<file path="src/verilog/pcr_pkg.sv">
// Purpose: shared constants and types of the configuration register pair
// Assumes: 25 MHz register clock, 8-bit register port
// Notes: struct member order gives each field's bit position, msb first

package pcr_pkg;

  // ----------------------------------------
  // register map
  // ----------------------------------------
  localparam logic [7:0] CFG_ONE_ADDR = 8'h13; // system_config_one
  localparam logic [7:0] CFG_TWO_ADDR = 8'h14; // system_config_two
  localparam logic [7:0] CFG_ONE_RST = 8'h08; // value held in reset
  localparam logic [7:0] CFG_TWO_RST = 8'h40; // value held in reset
  localparam logic [7:0] CFG_TWO_WMASK = 8'hCF; // bits 5:4 reserved
  localparam logic [7:0] UNMAPPED_DATA = 8'h00; // read of other address

  // ----------------------------------------
  // timing
  // ----------------------------------------
  localparam int CLK_PERIOD_NS = 40; // mclk_in period
  localparam int CYC_PER_MS = 1000000 / CLK_PERIOD_NS;
  localparam int PGD_T0_MS = 10; // power-good delay codes 00..11
  localparam int PGD_T1_MS = 20;
  localparam int PGD_T2_MS = 50;
  localparam int PGD_T3_MS = 150;
  localparam int PB_SHORT_MS = 8000; // push-button hold, bit clear
  localparam int PB_LONG_MS = 15000; // push-button hold, bit set
  localparam int PGD_C0 = PGD_T0_MS * CYC_PER_MS;
  localparam int PGD_C1 = PGD_T1_MS * CYC_PER_MS;
  localparam int PGD_C2 = PGD_T2_MS * CYC_PER_MS;
  localparam int PGD_C3 = PGD_T3_MS * CYC_PER_MS;
  localparam int PB_SHORT_C = PB_SHORT_MS * CYC_PER_MS;
  localparam int PB_LONG_C = PB_LONG_MS * CYC_PER_MS;
  localparam int HOLD_CW = 29; // counter width, fits 375e6

  // ----------------------------------------
  // types
  // ----------------------------------------
  // first configuration register
  typedef struct packed {
    logic pb_hold_long; // 0 = 8 s, 1 = 15 s
    logic out2_drive_type; // 0 open-drain, 1 push-pull
    logic io1_role_select; // 1 = pin one steers pin two
    logic [1:0] power_good_delay; // 10/20/50/150 ms
    logic supervisor_tight_select; // tight limits, ov monitor on
    logic [1:0] undervoltage_lockout_level; // 2.75/2.95/3.25/3.35 V
  } pcr_cfg_one_s;

  // second configuration register
  typedef struct packed {
    logic buck12_warm_reset_enable; // pin three is warm reset in
    logic lockout_hysteresis; // 0 = 200 mV, 1 = 400 mV
    logic [1:0] reserved; // always zero
    logic [1:0] switch_three_current_limit; // 100/200/500/1000 mA
    logic [1:0] switch_two_current_limit; // 100/200/500/1000 mA
  } pcr_cfg_two_s;

  // level bits of the enable register that may drive the pins
  typedef struct packed {
    logic io_pin_three; // 0 drive low, 1 release
    logic output_pin_two; // 0 drive low, 1 release or high
    logic io_pin_one; // 0 drive low, 1 release
  } pcr_pin_levels_s;

  // load sequencer
  typedef enum logic [0:0] {
    ST_LOAD = 1'b0,
    ST_RUN = 1'b1
  } pcr_state_e;

endpackage

</file>
<file path="src/verilog/pcr_config_regs.sv">
// Purpose: two protected configuration registers and the pin, power-good
//          and push-button logic that their fields steer
// Assumes: unlock_in comes from the password logic; nv_*_in hold the
//          stored power-up defaults
// Notes: analog fields leave as struct outputs for the analog blocks

`timescale 1ns/1ps

// What this block does
// - first register at 0x13, reset 0x08, protected
// - bit 7 picks 8 s or 15 s
// - bit 6 picks open-drain or push-pull pin two
// - bit 5 makes pin one steer pin two
// - bits 4:3 pick power-good delay, reset 01
// - delay only on power-good rise
// - bit 2 picks tight limits, overvoltage on
// - bits 1:0 pick lockout threshold, reset 00
// - second register 0x14, reset 0x40, bits 5:4 zero
// - bit 7 makes pin three warm reset input
// - bit 6 picks 200 or 400 mV hysteresis
// - bits 3:2 pick switch three current limit
// - bits 1:0 pick switch two current limit
// - pin-role bit overrides pin one, two enables
// - warm-reset bit overrides enable bit for pin three
module pcr_config_regs
  import pcr_pkg::*;
#(
  parameter int PGD_CYC0 = PGD_C0,
  parameter int PGD_CYC1 = PGD_C1,
  parameter int PGD_CYC2 = PGD_C2,
  parameter int PGD_CYC3 = PGD_C3,
  parameter int PB_CYC_SHORT = PB_SHORT_C,
  parameter int PB_CYC_LONG = PB_LONG_C
) (
  // clock and reset
  input wire logic mclk_in,
  input wire logic sys_rst_in,
  // register port
  input wire logic [7:0] addr_in,
  input wire logic [7:0] wdata_in,
  input wire logic wr_in,
  input wire logic rd_in,
  input wire logic unlock_in,
  output logic [7:0] rdata_out,
  // stored power-up defaults
  input wire logic [7:0] nv_one_in,
  input wire logic [7:0] nv_two_in,
  // field outputs
  output pcr_cfg_one_s cfg_one_out,
  output pcr_cfg_two_s cfg_two_out,
  output logic loaded_out,
  // enable-register pin levels
  input wire pcr_pin_levels_s pin_levels_in,
  // io pin one
  input wire logic io_pin_one_in,
  output logic io_pin_one_out,
  output logic io_pin_one_oe_n_out,
  // output pin two
  output logic output_pin_two_out,
  output logic output_pin_two_oe_n_out,
  // io pin three
  input wire logic io_pin_three_in,
  output logic io_pin_three_out,
  output logic io_pin_three_oe_n_out,
  output logic buck12_warm_reset_out,
  // sequencing
  input wire logic pgood_raw_in,
  output logic power_good_out,
  input wire logic pb_held_in,
  output logic pb_reset_out
);

  // ----------------------------------------
  // declarations
  // ----------------------------------------
  pcr_state_e state; // load or run
  pcr_state_e next_state;
  pcr_cfg_one_s cfg_one; // first register
  pcr_cfg_one_s next_cfg_one;
  pcr_cfg_two_s cfg_two; // second register
  pcr_cfg_two_s next_cfg_two;
  logic [7:0] next_rdata;
  logic next_io1, next_io1_oe_n; // pin one
  logic next_out2, next_out2_oe_n; // pin two
  logic next_io3, next_io3_oe_n; // pin three
  logic next_warm;
  logic [HOLD_CW-1:0] pgd_limit; // power-good delay in cycles
  logic [HOLD_CW-1:0] pb_limit; // push-button hold in cycles
  logic wr_ok; // write accepted this cycle

  // writes need the load cycle over and the password path open
  assign wr_ok = (state == ST_RUN) && wr_in && unlock_in;
  // analog blocks take their settings straight from the registers
  assign cfg_one_out = cfg_one;
  assign cfg_two_out = cfg_two;
  assign loaded_out = (state == ST_RUN);

  // ----------------------------------------
  // register file
  // ----------------------------------------
  // first cycle after reset copies the stored defaults; later only
  // writes through the unlocked path change the registers
  always_comb begin
    next_state = ST_RUN;
    next_cfg_one = cfg_one;
    next_cfg_two = cfg_two;
    next_rdata = UNMAPPED_DATA;
    if (state == ST_LOAD) begin
      // stored defaults, reserved bits forced clear
      next_cfg_one = pcr_cfg_one_s'(nv_one_in);
      next_cfg_two = pcr_cfg_two_s'(nv_two_in & CFG_TWO_WMASK);
    end else if (wr_ok) begin
      case (addr_in)
        CFG_ONE_ADDR: begin
          next_cfg_one = pcr_cfg_one_s'(wdata_in);
        end
        CFG_TWO_ADDR: begin
          next_cfg_two = pcr_cfg_two_s'(wdata_in & CFG_TWO_WMASK);
        end
        default: begin
          next_cfg_one = cfg_one; // other addresses not ours
        end
      endcase
    end
    if (rd_in) begin
      case (addr_in)
        CFG_ONE_ADDR: begin
          next_rdata = cfg_one;
        end
        CFG_TWO_ADDR: begin
          next_rdata = cfg_two & CFG_TWO_WMASK;
        end
        default: begin
          next_rdata = UNMAPPED_DATA;
        end
      endcase
    end
  end

  always_ff @(posedge mclk_in or posedge sys_rst_in) begin
    if (sys_rst_in) begin
      state <= ST_LOAD;
      cfg_one <= pcr_cfg_one_s'(CFG_ONE_RST);
      cfg_two <= pcr_cfg_two_s'(CFG_TWO_RST);
      rdata_out <= UNMAPPED_DATA;
    end else begin
      state <= next_state;
      cfg_one <= next_cfg_one;
      cfg_two <= next_cfg_two;
      rdata_out <= next_rdata;
    end
  end

  // ----------------------------------------
  // pin control
  // ----------------------------------------
  // an enable of low means the pin is driven
  always_comb begin
    // pin one: input when it steers pin two, else open-drain
    if (cfg_one.io1_role_select) begin
      next_io1 = 1'b0;
      next_io1_oe_n = 1'b1;
    end else begin
      next_io1 = 1'b0;
      next_io1_oe_n = pin_levels_in.io_pin_one;
    end
    // pin two level from pin one or from its enable bit
    if (cfg_one.io1_role_select) begin
      next_out2 = io_pin_one_in;
    end else begin
      next_out2 = pin_levels_in.output_pin_two;
    end
    // push-pull drives both levels; open-drain only pulls low
    if (cfg_one.out2_drive_type) begin
      next_out2_oe_n = 1'b0;
    end else begin
      next_out2_oe_n = next_out2;
      next_out2 = 1'b0;
    end
    // pin three: warm reset input or open-drain output
    if (cfg_two.buck12_warm_reset_enable) begin
      next_io3 = 1'b0;
      next_io3_oe_n = 1'b1;
      next_warm = !io_pin_three_in;
    end else begin
      next_io3 = 1'b0;
      next_io3_oe_n = pin_levels_in.io_pin_three;
      next_warm = 1'b0;
    end
  end

  // registered pads: a role change never glitches a pin
  // reset releases every pin; the load cycle drives them from the reset register values
  always_ff @(posedge mclk_in or posedge sys_rst_in) begin
    if (sys_rst_in) begin
      io_pin_one_out <= 1'b0;
      io_pin_one_oe_n_out <= 1'b1;
      output_pin_two_out <= 1'b0;
      output_pin_two_oe_n_out <= 1'b1;
      io_pin_three_out <= 1'b0;
      io_pin_three_oe_n_out <= 1'b1;
      buck12_warm_reset_out <= 1'b0;
    end else begin
      io_pin_one_out <= next_io1;
      io_pin_one_oe_n_out <= next_io1_oe_n;
      output_pin_two_out <= next_out2;
      output_pin_two_oe_n_out <= next_out2_oe_n;
      io_pin_three_out <= next_io3;
      io_pin_three_oe_n_out <= next_io3_oe_n;
      buck12_warm_reset_out <= next_warm;
    end
  end

  // ----------------------------------------
  // power-good delay and push-button hold
  // ----------------------------------------
  // delay code to cycle count
  always_comb begin
    case (cfg_one.power_good_delay)
      2'b00: pgd_limit = HOLD_CW'(PGD_CYC0);
      2'b01: pgd_limit = HOLD_CW'(PGD_CYC1);
      2'b10: pgd_limit = HOLD_CW'(PGD_CYC2);
      default: pgd_limit = HOLD_CW'(PGD_CYC3);
    endcase
    pb_limit = cfg_one.pb_hold_long ? HOLD_CW'(PB_CYC_LONG)
                                    : HOLD_CW'(PB_CYC_SHORT);
  end

  // delayed on the rise, immediate on the fall
  pcr_hold_qual #(.CW(HOLD_CW)) u_pgood (
    .mclk_in(mclk_in),
    .sys_rst_in(sys_rst_in),
    .level_in(pgood_raw_in),
    .limit_in(pgd_limit),
    .qualified_out(power_good_out)
  );

  // reset request once the button is held long enough
  pcr_hold_qual #(.CW(HOLD_CW)) u_pbhold (
    .mclk_in(mclk_in),
    .sys_rst_in(sys_rst_in),
    .level_in(pb_held_in),
    .limit_in(pb_limit),
    .qualified_out(pb_reset_out)
  );
endmodule // pcr_config_regs

</file>
<file path="src/verilog/pcr_hold_qual.sv">
// Purpose: asserts its output once the input has stayed high long enough
// Assumes: limit_in is at least one
// Notes: output drops at once with the input; no delay on the way down

`timescale 1ns/1ps

module pcr_hold_qual #(
  parameter int CW = 29
) (
  // clock and reset
  input wire logic mclk_in,
  input wire logic sys_rst_in,
  // qualifier
  input wire logic level_in,
  input wire logic [CW-1:0] limit_in,
  output logic qualified_out
);

  logic [CW-1:0] cnt; // high-time counter
  logic [CW-1:0] next_cnt;
  logic next_q;

  // ----------------------------------------
  // count high time
  // ----------------------------------------
  // restarts on any low cycle; saturates once the limit is met
  always_comb begin
    next_cnt = cnt;
    next_q = qualified_out;
    if (!level_in) begin
      next_cnt = '0;
      next_q = 1'b0;
    end else if (cnt >= limit_in - CW'(1)) begin
      next_q = 1'b1;
    end else begin
      next_cnt = cnt + CW'(1);
    end
  end

  always_ff @(posedge mclk_in or posedge sys_rst_in) begin
    if (sys_rst_in) begin
      cnt <= '0;
      qualified_out <= 1'b0;
    end else begin
      cnt <= next_cnt;
      qualified_out <= next_q;
    end
  end
endmodule // pcr_hold_qual

</file>
<file path="config.mk">
export PLATFORM = sky130hd
export DESIGN_NAME = pcr_config_regs
export DESIGN_NICKNAME = d
export VERILOG_FILES = /design/src/verilog/pcr_pkg.sv /design/src/verilog/pcr_config_regs.sv /design/src/verilog/pcr_hold_qual.sv
export SDC_FILE = /design/constraint.sdc
export NUM_CORES = 1
export LEC_CHECK = 0
export BUFFER_PORTS_ARGS = -buffer_cell sky130_fd_sc_hd__buf_2
export CAP_MARGIN = 15
export CORE_MARGIN = 2
export CORE_UTILIZATION = 50
export CTS_CLUSTER_DIAMETER = 200
export DETAILED_ROUTE_END_ITERATION = 8
export PLACE_DENSITY = 0.75
export SYNTH_ARGS = -nofsm -noshare
export SYNTH_HDL_FRONTEND = slang
export SYNTH_HIERARCHICAL = 1
export SYNTH_SLANG_ARGS = --single-unit
</file>
<file path="constraint.sdc">
create_clock -name mclk_in -period 5.36 [get_ports mclk_in]
set_input_delay 0.536 -clock mclk_in [delete_from_list [all_inputs] [get_ports mclk_in]]
set_output_delay 0.536 -clock mclk_in [all_outputs]
set_load 0.02 [all_outputs]
</file>
==> metrics.txt, run 1 <==
run status=finished, final reports clean; worst slew pin tran=0.787 ns; post-route ant nets=0; I/O pin total=78; number of flops mapped to enable cells by yosys=0; yosys warns=6; Worst Setup SP=cfg_one_out[4]; critical path fanouts, max=50; Top Metal Used=met4; worst reg2reg startpoint=cfg_one_out[4]; CTS buffer count=9; Leak Pwr=3.57 nW; grt total ovfl=0; worst setup path category=flop to flop; routed wl met2=7560 um; CP required=5.63 ns; Residual DRC=0; worst vdd ir=0.147 mV; Slew Limit Fails=0; FILL cells=1272; synthesized area=0.00708 mm^2; 1st-iter DRT viols=378; drt via density=5.48; setup violators final=0; layout cells sized above 1=0.146; core area=0.0138 mm^2; Fmax=229 MHz; Synth Register Bits=88; overall routing resource usage=0.221; Clock Tree Buf Depth=2; # port buffers=71; Layout area overhead=14.8%; post_cts resized=0; final WL=15500 um; post-synthesis sequential area ratio=0.312; Hold Slack=0.187 ns; Final nets=1038; Placer Congestion=0.779; post-DP HPWL=11400 um; die footprint=0.0151 mm^2; CTS tree=built; H-Tree Depth=3; ys flop type=dfrtp_1; Worst Hold Class=input port to asynchronous set/reset pin; clock tree sinks=88; Non-Filler Instances=1117; crit path time final=4.36 ns; asr flop ratio synth=1.00; clock-pin transition on the worst setup and hold timing paths=0.08 ns; Placed Cells incl. Taps=1100; Hold Violations, Final=0; commonest cells in the netlist=dfrtp_1 (83), nand2_1 (73), ha_1 (62); largest family of logic cells by synthesized area=simple AND/OR/NAND/NOR gates; post-CTS setup buffers=0; Synth Area in XOR/XNOR=0.0743; Post-Synth Simple-Gate Area=0.276; DR WL met3=596 um; FP Rows=43; Synth Area in Adders=0.110; most area-consuming cells after synthesis=dfrtp_1 (29%), ha_1 (11%), xnor2_1 (5.1%); cts-stage hold buffer count=0; initial antenna violation count=0; Final Core Density=0.587; CP Data Arrival Time=4.63 ns; WL per Instance=13.9 um; power density over the cells=195 mW/mm^2; Die Ht=123 um; Root Buffer=clkbuf_16; Yosys top cell area share=0.293; worst skew pair latency=0.35 ns; r2r setup slk=1.0 ns; Synth Area in Compound Gates=0.156; setup ws final=0.997 ns; Cells after Synth=793; vias in the first global route=5849; first-pass GRT wire length=27100 um; Max-Cap Viols=0; TNS Setup=0 ns; Die X-Extent=123 um; largest net degree at the start of global routing=51; n_diodes=0; M1 WL=7150 um; mux share of post-synthesis cell area=0.0170; Netlist cell types=65; clk_skew=0.00822 ns; Rel. slew slack=0.472; via count=6119; largest area contributor in the netlist=dfrtp_1; Final period util=0.814; initial core utilization=0.512; top-count cell post-synth=dfrtp_1; DRT Pass-1 Iters=4; RSZ-0062 raised after global routing=no; DP Worst Slack=1.04 ns; startpoint types=flop; crit end category=flop; post-synthesis area per instance=8.92 um^2
==> cell type report <==
class / instances / area (um^2) / share of cell area
clock buffer: 9 / 225 / 0.0277
inverter: 37 / 139 / 0.0171
clock inverter: 7 / 67.6 / 0.00832
multi-input combinational: 718 / 4830 / 0.595
timing repair buffer: 78 / 428 / 0.0527
sequential: 88 / 2210 / 0.272
tap: 180 / 225 / 0.0277
==> layout by cell type (no fill, tap or decap), drive strengths merged, types with 5 or more instances in the layout <==
cell type and n:
or3 22, nand2b 15, a21oi 55, buf 78, xnor2 41, o21ai 24, and2 5, o31ai 13
dfrtp 83, nor2b 5, ha 62, o221ai 14, xor2 19, dfstp 5, or4 21, nor4 28
nand2 73, and4 6, a22oi 6, nor2 49, or2 5, and3 13, o31a 8, nand4 39
inv 41, nor3 23, nand3 34, o21a 8, conb 93, mux2i 12, clkbuf 9
==> logic make-up (layout without fill, tap and decap cells) <==
kind of cell	Yosys count	count (layout)
buffers and inverters	78	131
AO/OA/AOI/OAI	148	148
other	2	93
XOR/XNOR	60	60
adder cells (fa/ha/maj)	62	62
multiplexers	12	12
flip-flops	88	88
AND/OR/NAND/NOR	343	343
==> critical path: stages (launching register included) <==
cell and delay (ns):
dfrtp_1 0.66, inv_2 0.14, nand2_1 0.20, inv_1 0.16, nor4_1 0.42, nand3_1 0.19, or4_1 0.45, xor2_1 0.16
ha_1 0.31, nand4_1 0.12, nor2_1 0.07, o31a_1 0.13, o311a_4 0.51, or4_1 0.57, a21oi_1 0.17
==> layer usage <==
metal,vias to the layer above,track usage
li1,3118,-
met1,2868,0.287
met2,115,0.381
met3,18,0.0364
met4,0,0.0639
met5,-,0
==> state kept, by name, indices dropped and copies added, names as in the netlist <==
name and count:
u_pgood/qualified_out 1, cfg_two_out 6, rdata_out 8, u_pbhold/qualified_out 1
loaded_out 1, cfg_one_out 8, io_pin_one_oe_n_out 1, buck12_warm_reset_out 1
output_pin_two_out 1, output_pin_two_oe_n_out 1, io_pin_three_oe_n_out 1, u_pgood/cnt 29
u_pbhold/cnt 29
==> report_power, final <==
| group | switching (mW) | leakage [nW] | internal (mW) |
|---|---|---|---|
| Clock | 0.305 | 0.142 | 0.329 |
| Combinational | 0.148 | 2.25 | 0.0927 |
| Sequential | 0.0256 | 1.18 | 0.683 |
| Total | 0.478 | 3.57 | 1.10 |
==> path summary, 6_finish.rpt <==
check	depth (start not counted)	to
worst min-delay path	2	cfg_two_out[3]
max in group asynchronous	3	output_pin_two_oe_n_out
worst max-delay path	14	u_pgood/cnt[4]
min in group mclk_in	2	buck12_warm_reset_out
worst max register to register	14	u_pgood/cnt[4]
worst min register to register	1	output_pin_two_oe_n_out
==> through the flow <==
step / area, um^2 / power [mW]
after global routing: 8120 / 1.66
final: 8120 / 1.58
after global placement: 7800 / 0.952
after floorplan: 7420 / 0.892
after CTS: 8090 / 1.59
after detailed placement: 7800 / 0.956
(Power assumes the default switching activity.)
==> run 2, diff against run 1 <==
PLACE_DENSITY = 0.77   (was 0.75)
clock period = 3.6 ns   (was 5.36 ns; I/O delays follow)
==> run 2 against run 1 <==
The flow now finishes with violations (setup timing). Non-clock buffer count increased by 38. Hold slack got worse by 0.027 ns. Via count increased by 8.3%. Global-route usage increased by 0.25 points. Sequential power increased by 47%. First-iteration DRC count increased by 21%. Final area increased by 7.7%. Critical path depth decreased by 1. Maximum frequency increased by 19%. Critical endpoint is now u_pgood/cnt[12]. Highest routed layer unchanged.
==> metrics.txt, run 2 (synthesis results as in run 1) <==
Non-Filler Instances=1161; DP Worst Slack=0.00881 ns; final WL=18100 um; I/O pin total=78; initial antenna violation count=0; via count=6628; H-Tree Depth=3; WL per Instance=15.6 um; Worst Hold Class=input port to flop; commonest non-fill, non-tap cell in the layout=conb_1; setup violators final=11; clock tree sinks=88; Layout area overhead=23.6%; clk_skew=0.00993 ns; post-DP HPWL=11900 um; RSZ-0062 raised after global routing=yes; Placement Cell Area=0.00805 mm^2; Final period util=1.02; FP Rows=43; die footprint=0.0151 mm^2; post-layout instance area=0.00875 mm^2; grt met3 use=0.0346; critical path fanouts, max=21; Largest regs=u_pbhold/cnt: 29 flops, u_pgood/cnt: 29 flops; M2 GR Usage=0.371; setup ws final=-0.0609 ns; clock-pin transition on the worst setup and hold timing paths=0.07 ns; first-pass GRT wire length=27300 um; CTS buffer count=9; TNS Setup=-0.334 ns; worst slew pin tran=0.933 ns; core area=0.0138 mm^2; failing checks=setup timing; Hold Crit Depth=2; Final nets=1082; Leak Pwr=3.83 nW; FF-to-FF path depth=13; CP required=3.88 ns; drt via density=5.71; n_diodes=0; DRT Pass-1 Iters=5; commonest non-fill, non-tap cells in the layout=conb_1 (93), dfrtp_1 (82), buf_2 (72); power density over the cells=280 mW/mm^2; Die X-Extent=123 um; crit end category=flop; crit path time final=3.66 ns; Rel. slew slack=0.373; layout cells sized above 1=0.215; worst skew pair latency=0.36 ns; Top Usage Layer GRT=met2; Root Buffer=clkbuf_16; Slew Limit Fails=0; grt total ovfl=0; post-route ant nets=0; initial core utilization=0.512; run status=finished with violations; Hold Violations, Final=0; overall routing resource usage=0.224; CP Data Arrival Time=3.94 ns; startpoint types=flop; worst vdd ir=0.238 mV; Clock Tree Buf Depth=2; vias in the first global route=5895; worst setup path category=flop to flop; CTS tree=built; # port buffers=71; Fmax=273 MHz; largest net degree at the start of global routing=44; Placed Cells incl. Taps=1128; Residual DRC=0; Placer Congestion=0.832; Max-Cap Viols=0; Die Ht=123 um; met1 usage=0.303; 1st-iter DRT viols=458
## run 2: changes by cell type in the layout (fill, tap and decap cells not counted), sizes merged, moves of 2 or more
| cell | previous run | this run |
|---|---|---|
| inv | 41 | 38 |
| clkbuf | 9 | 11 |
| o311a | 1 | 5 |
| nand4 | 39 | 41 |
| buf | 78 | 114 |
| clkinv | 2 | 4 |
## run 2: timing repair
item / CTS / global route
endpoints found under the hold margin: 0 / 3
pin swaps: 0 / 20
buffers inserted: 0 / 6
endpoints found under the setup margin: 4 / 49
resized for setup: 1 / 40
hold buffers: 0 / 1
gates cloned: 0 / 9
## run 2: worst paths after layout
path / start / end / slack, ns
max: cfg_one_out[3] / u_pgood/cnt[12] / -0.06
min: io_pin_three_in / buck12_warm_reset_out / 0.16
max reg2reg: cfg_one_out[3] / u_pgood/cnt[12] / -0.06
min reg2reg: cfg_one_out[6] / output_pin_two_oe_n_out / 0.48
max in group asynchronous: sys_rst_in / cfg_one_out[3] / 2.63
min in group asynchronous: sys_rst_in / cfg_two_out[1] / 0.50
## run 2: power by group
group	switching, mW	internal [mW]	total, mW	leakage (nW)
clock	0.427	0.568	0.995	0.155
sequential	0.0277	1.02	1.04	1.18
combinational	0.247	0.164	0.411	2.50
## run 2: cell type report
type                       count  area (um^2)
multi-input combinational    724         5100
fill                        1140         5080
sequential                    88         2210
timing repair buffer         116          754
clock buffer                  10          239
tap                          180          225
inverter                      37          139
clock inverter                 6         76.3
## run 2: per-stage QoR
stage / total power, mW / hold slack [ns] / util
after global placement: 1.44 / 0.465 / 0.582
after floorplan: 1.33 / 0.422 / -
after CTS: 2.44 / 0.111 / 0.605
after detailed placement: 1.46 / 0.477 / 0.582
final: 2.45 / 0.160 / 0.633
after global routing: 2.55 / 0.170 / 0.633
## run 2: critical path, cell delays in order (launching register included)
cell	delay (ns)
dfstp_2	0.62
nor2_2	0.06
or4_4	0.54
nor4_4	0.25
nand4_1	0.19
xor2_1	0.19
ha_1	0.27
a21oi_2	0.14
o21ai_2	0.07
a221oi_2	0.30
nand2_2	0.12
buf_12	0.17
or4_1	0.49
a21oi_1	0.16
## run 2: routing by layer
metal  part of all wire  up-vias
met3              0.057       29
met4              0.017        0
li1                   -     3233
met5                  0        -
met1               0.45     3144
met2               0.47      222
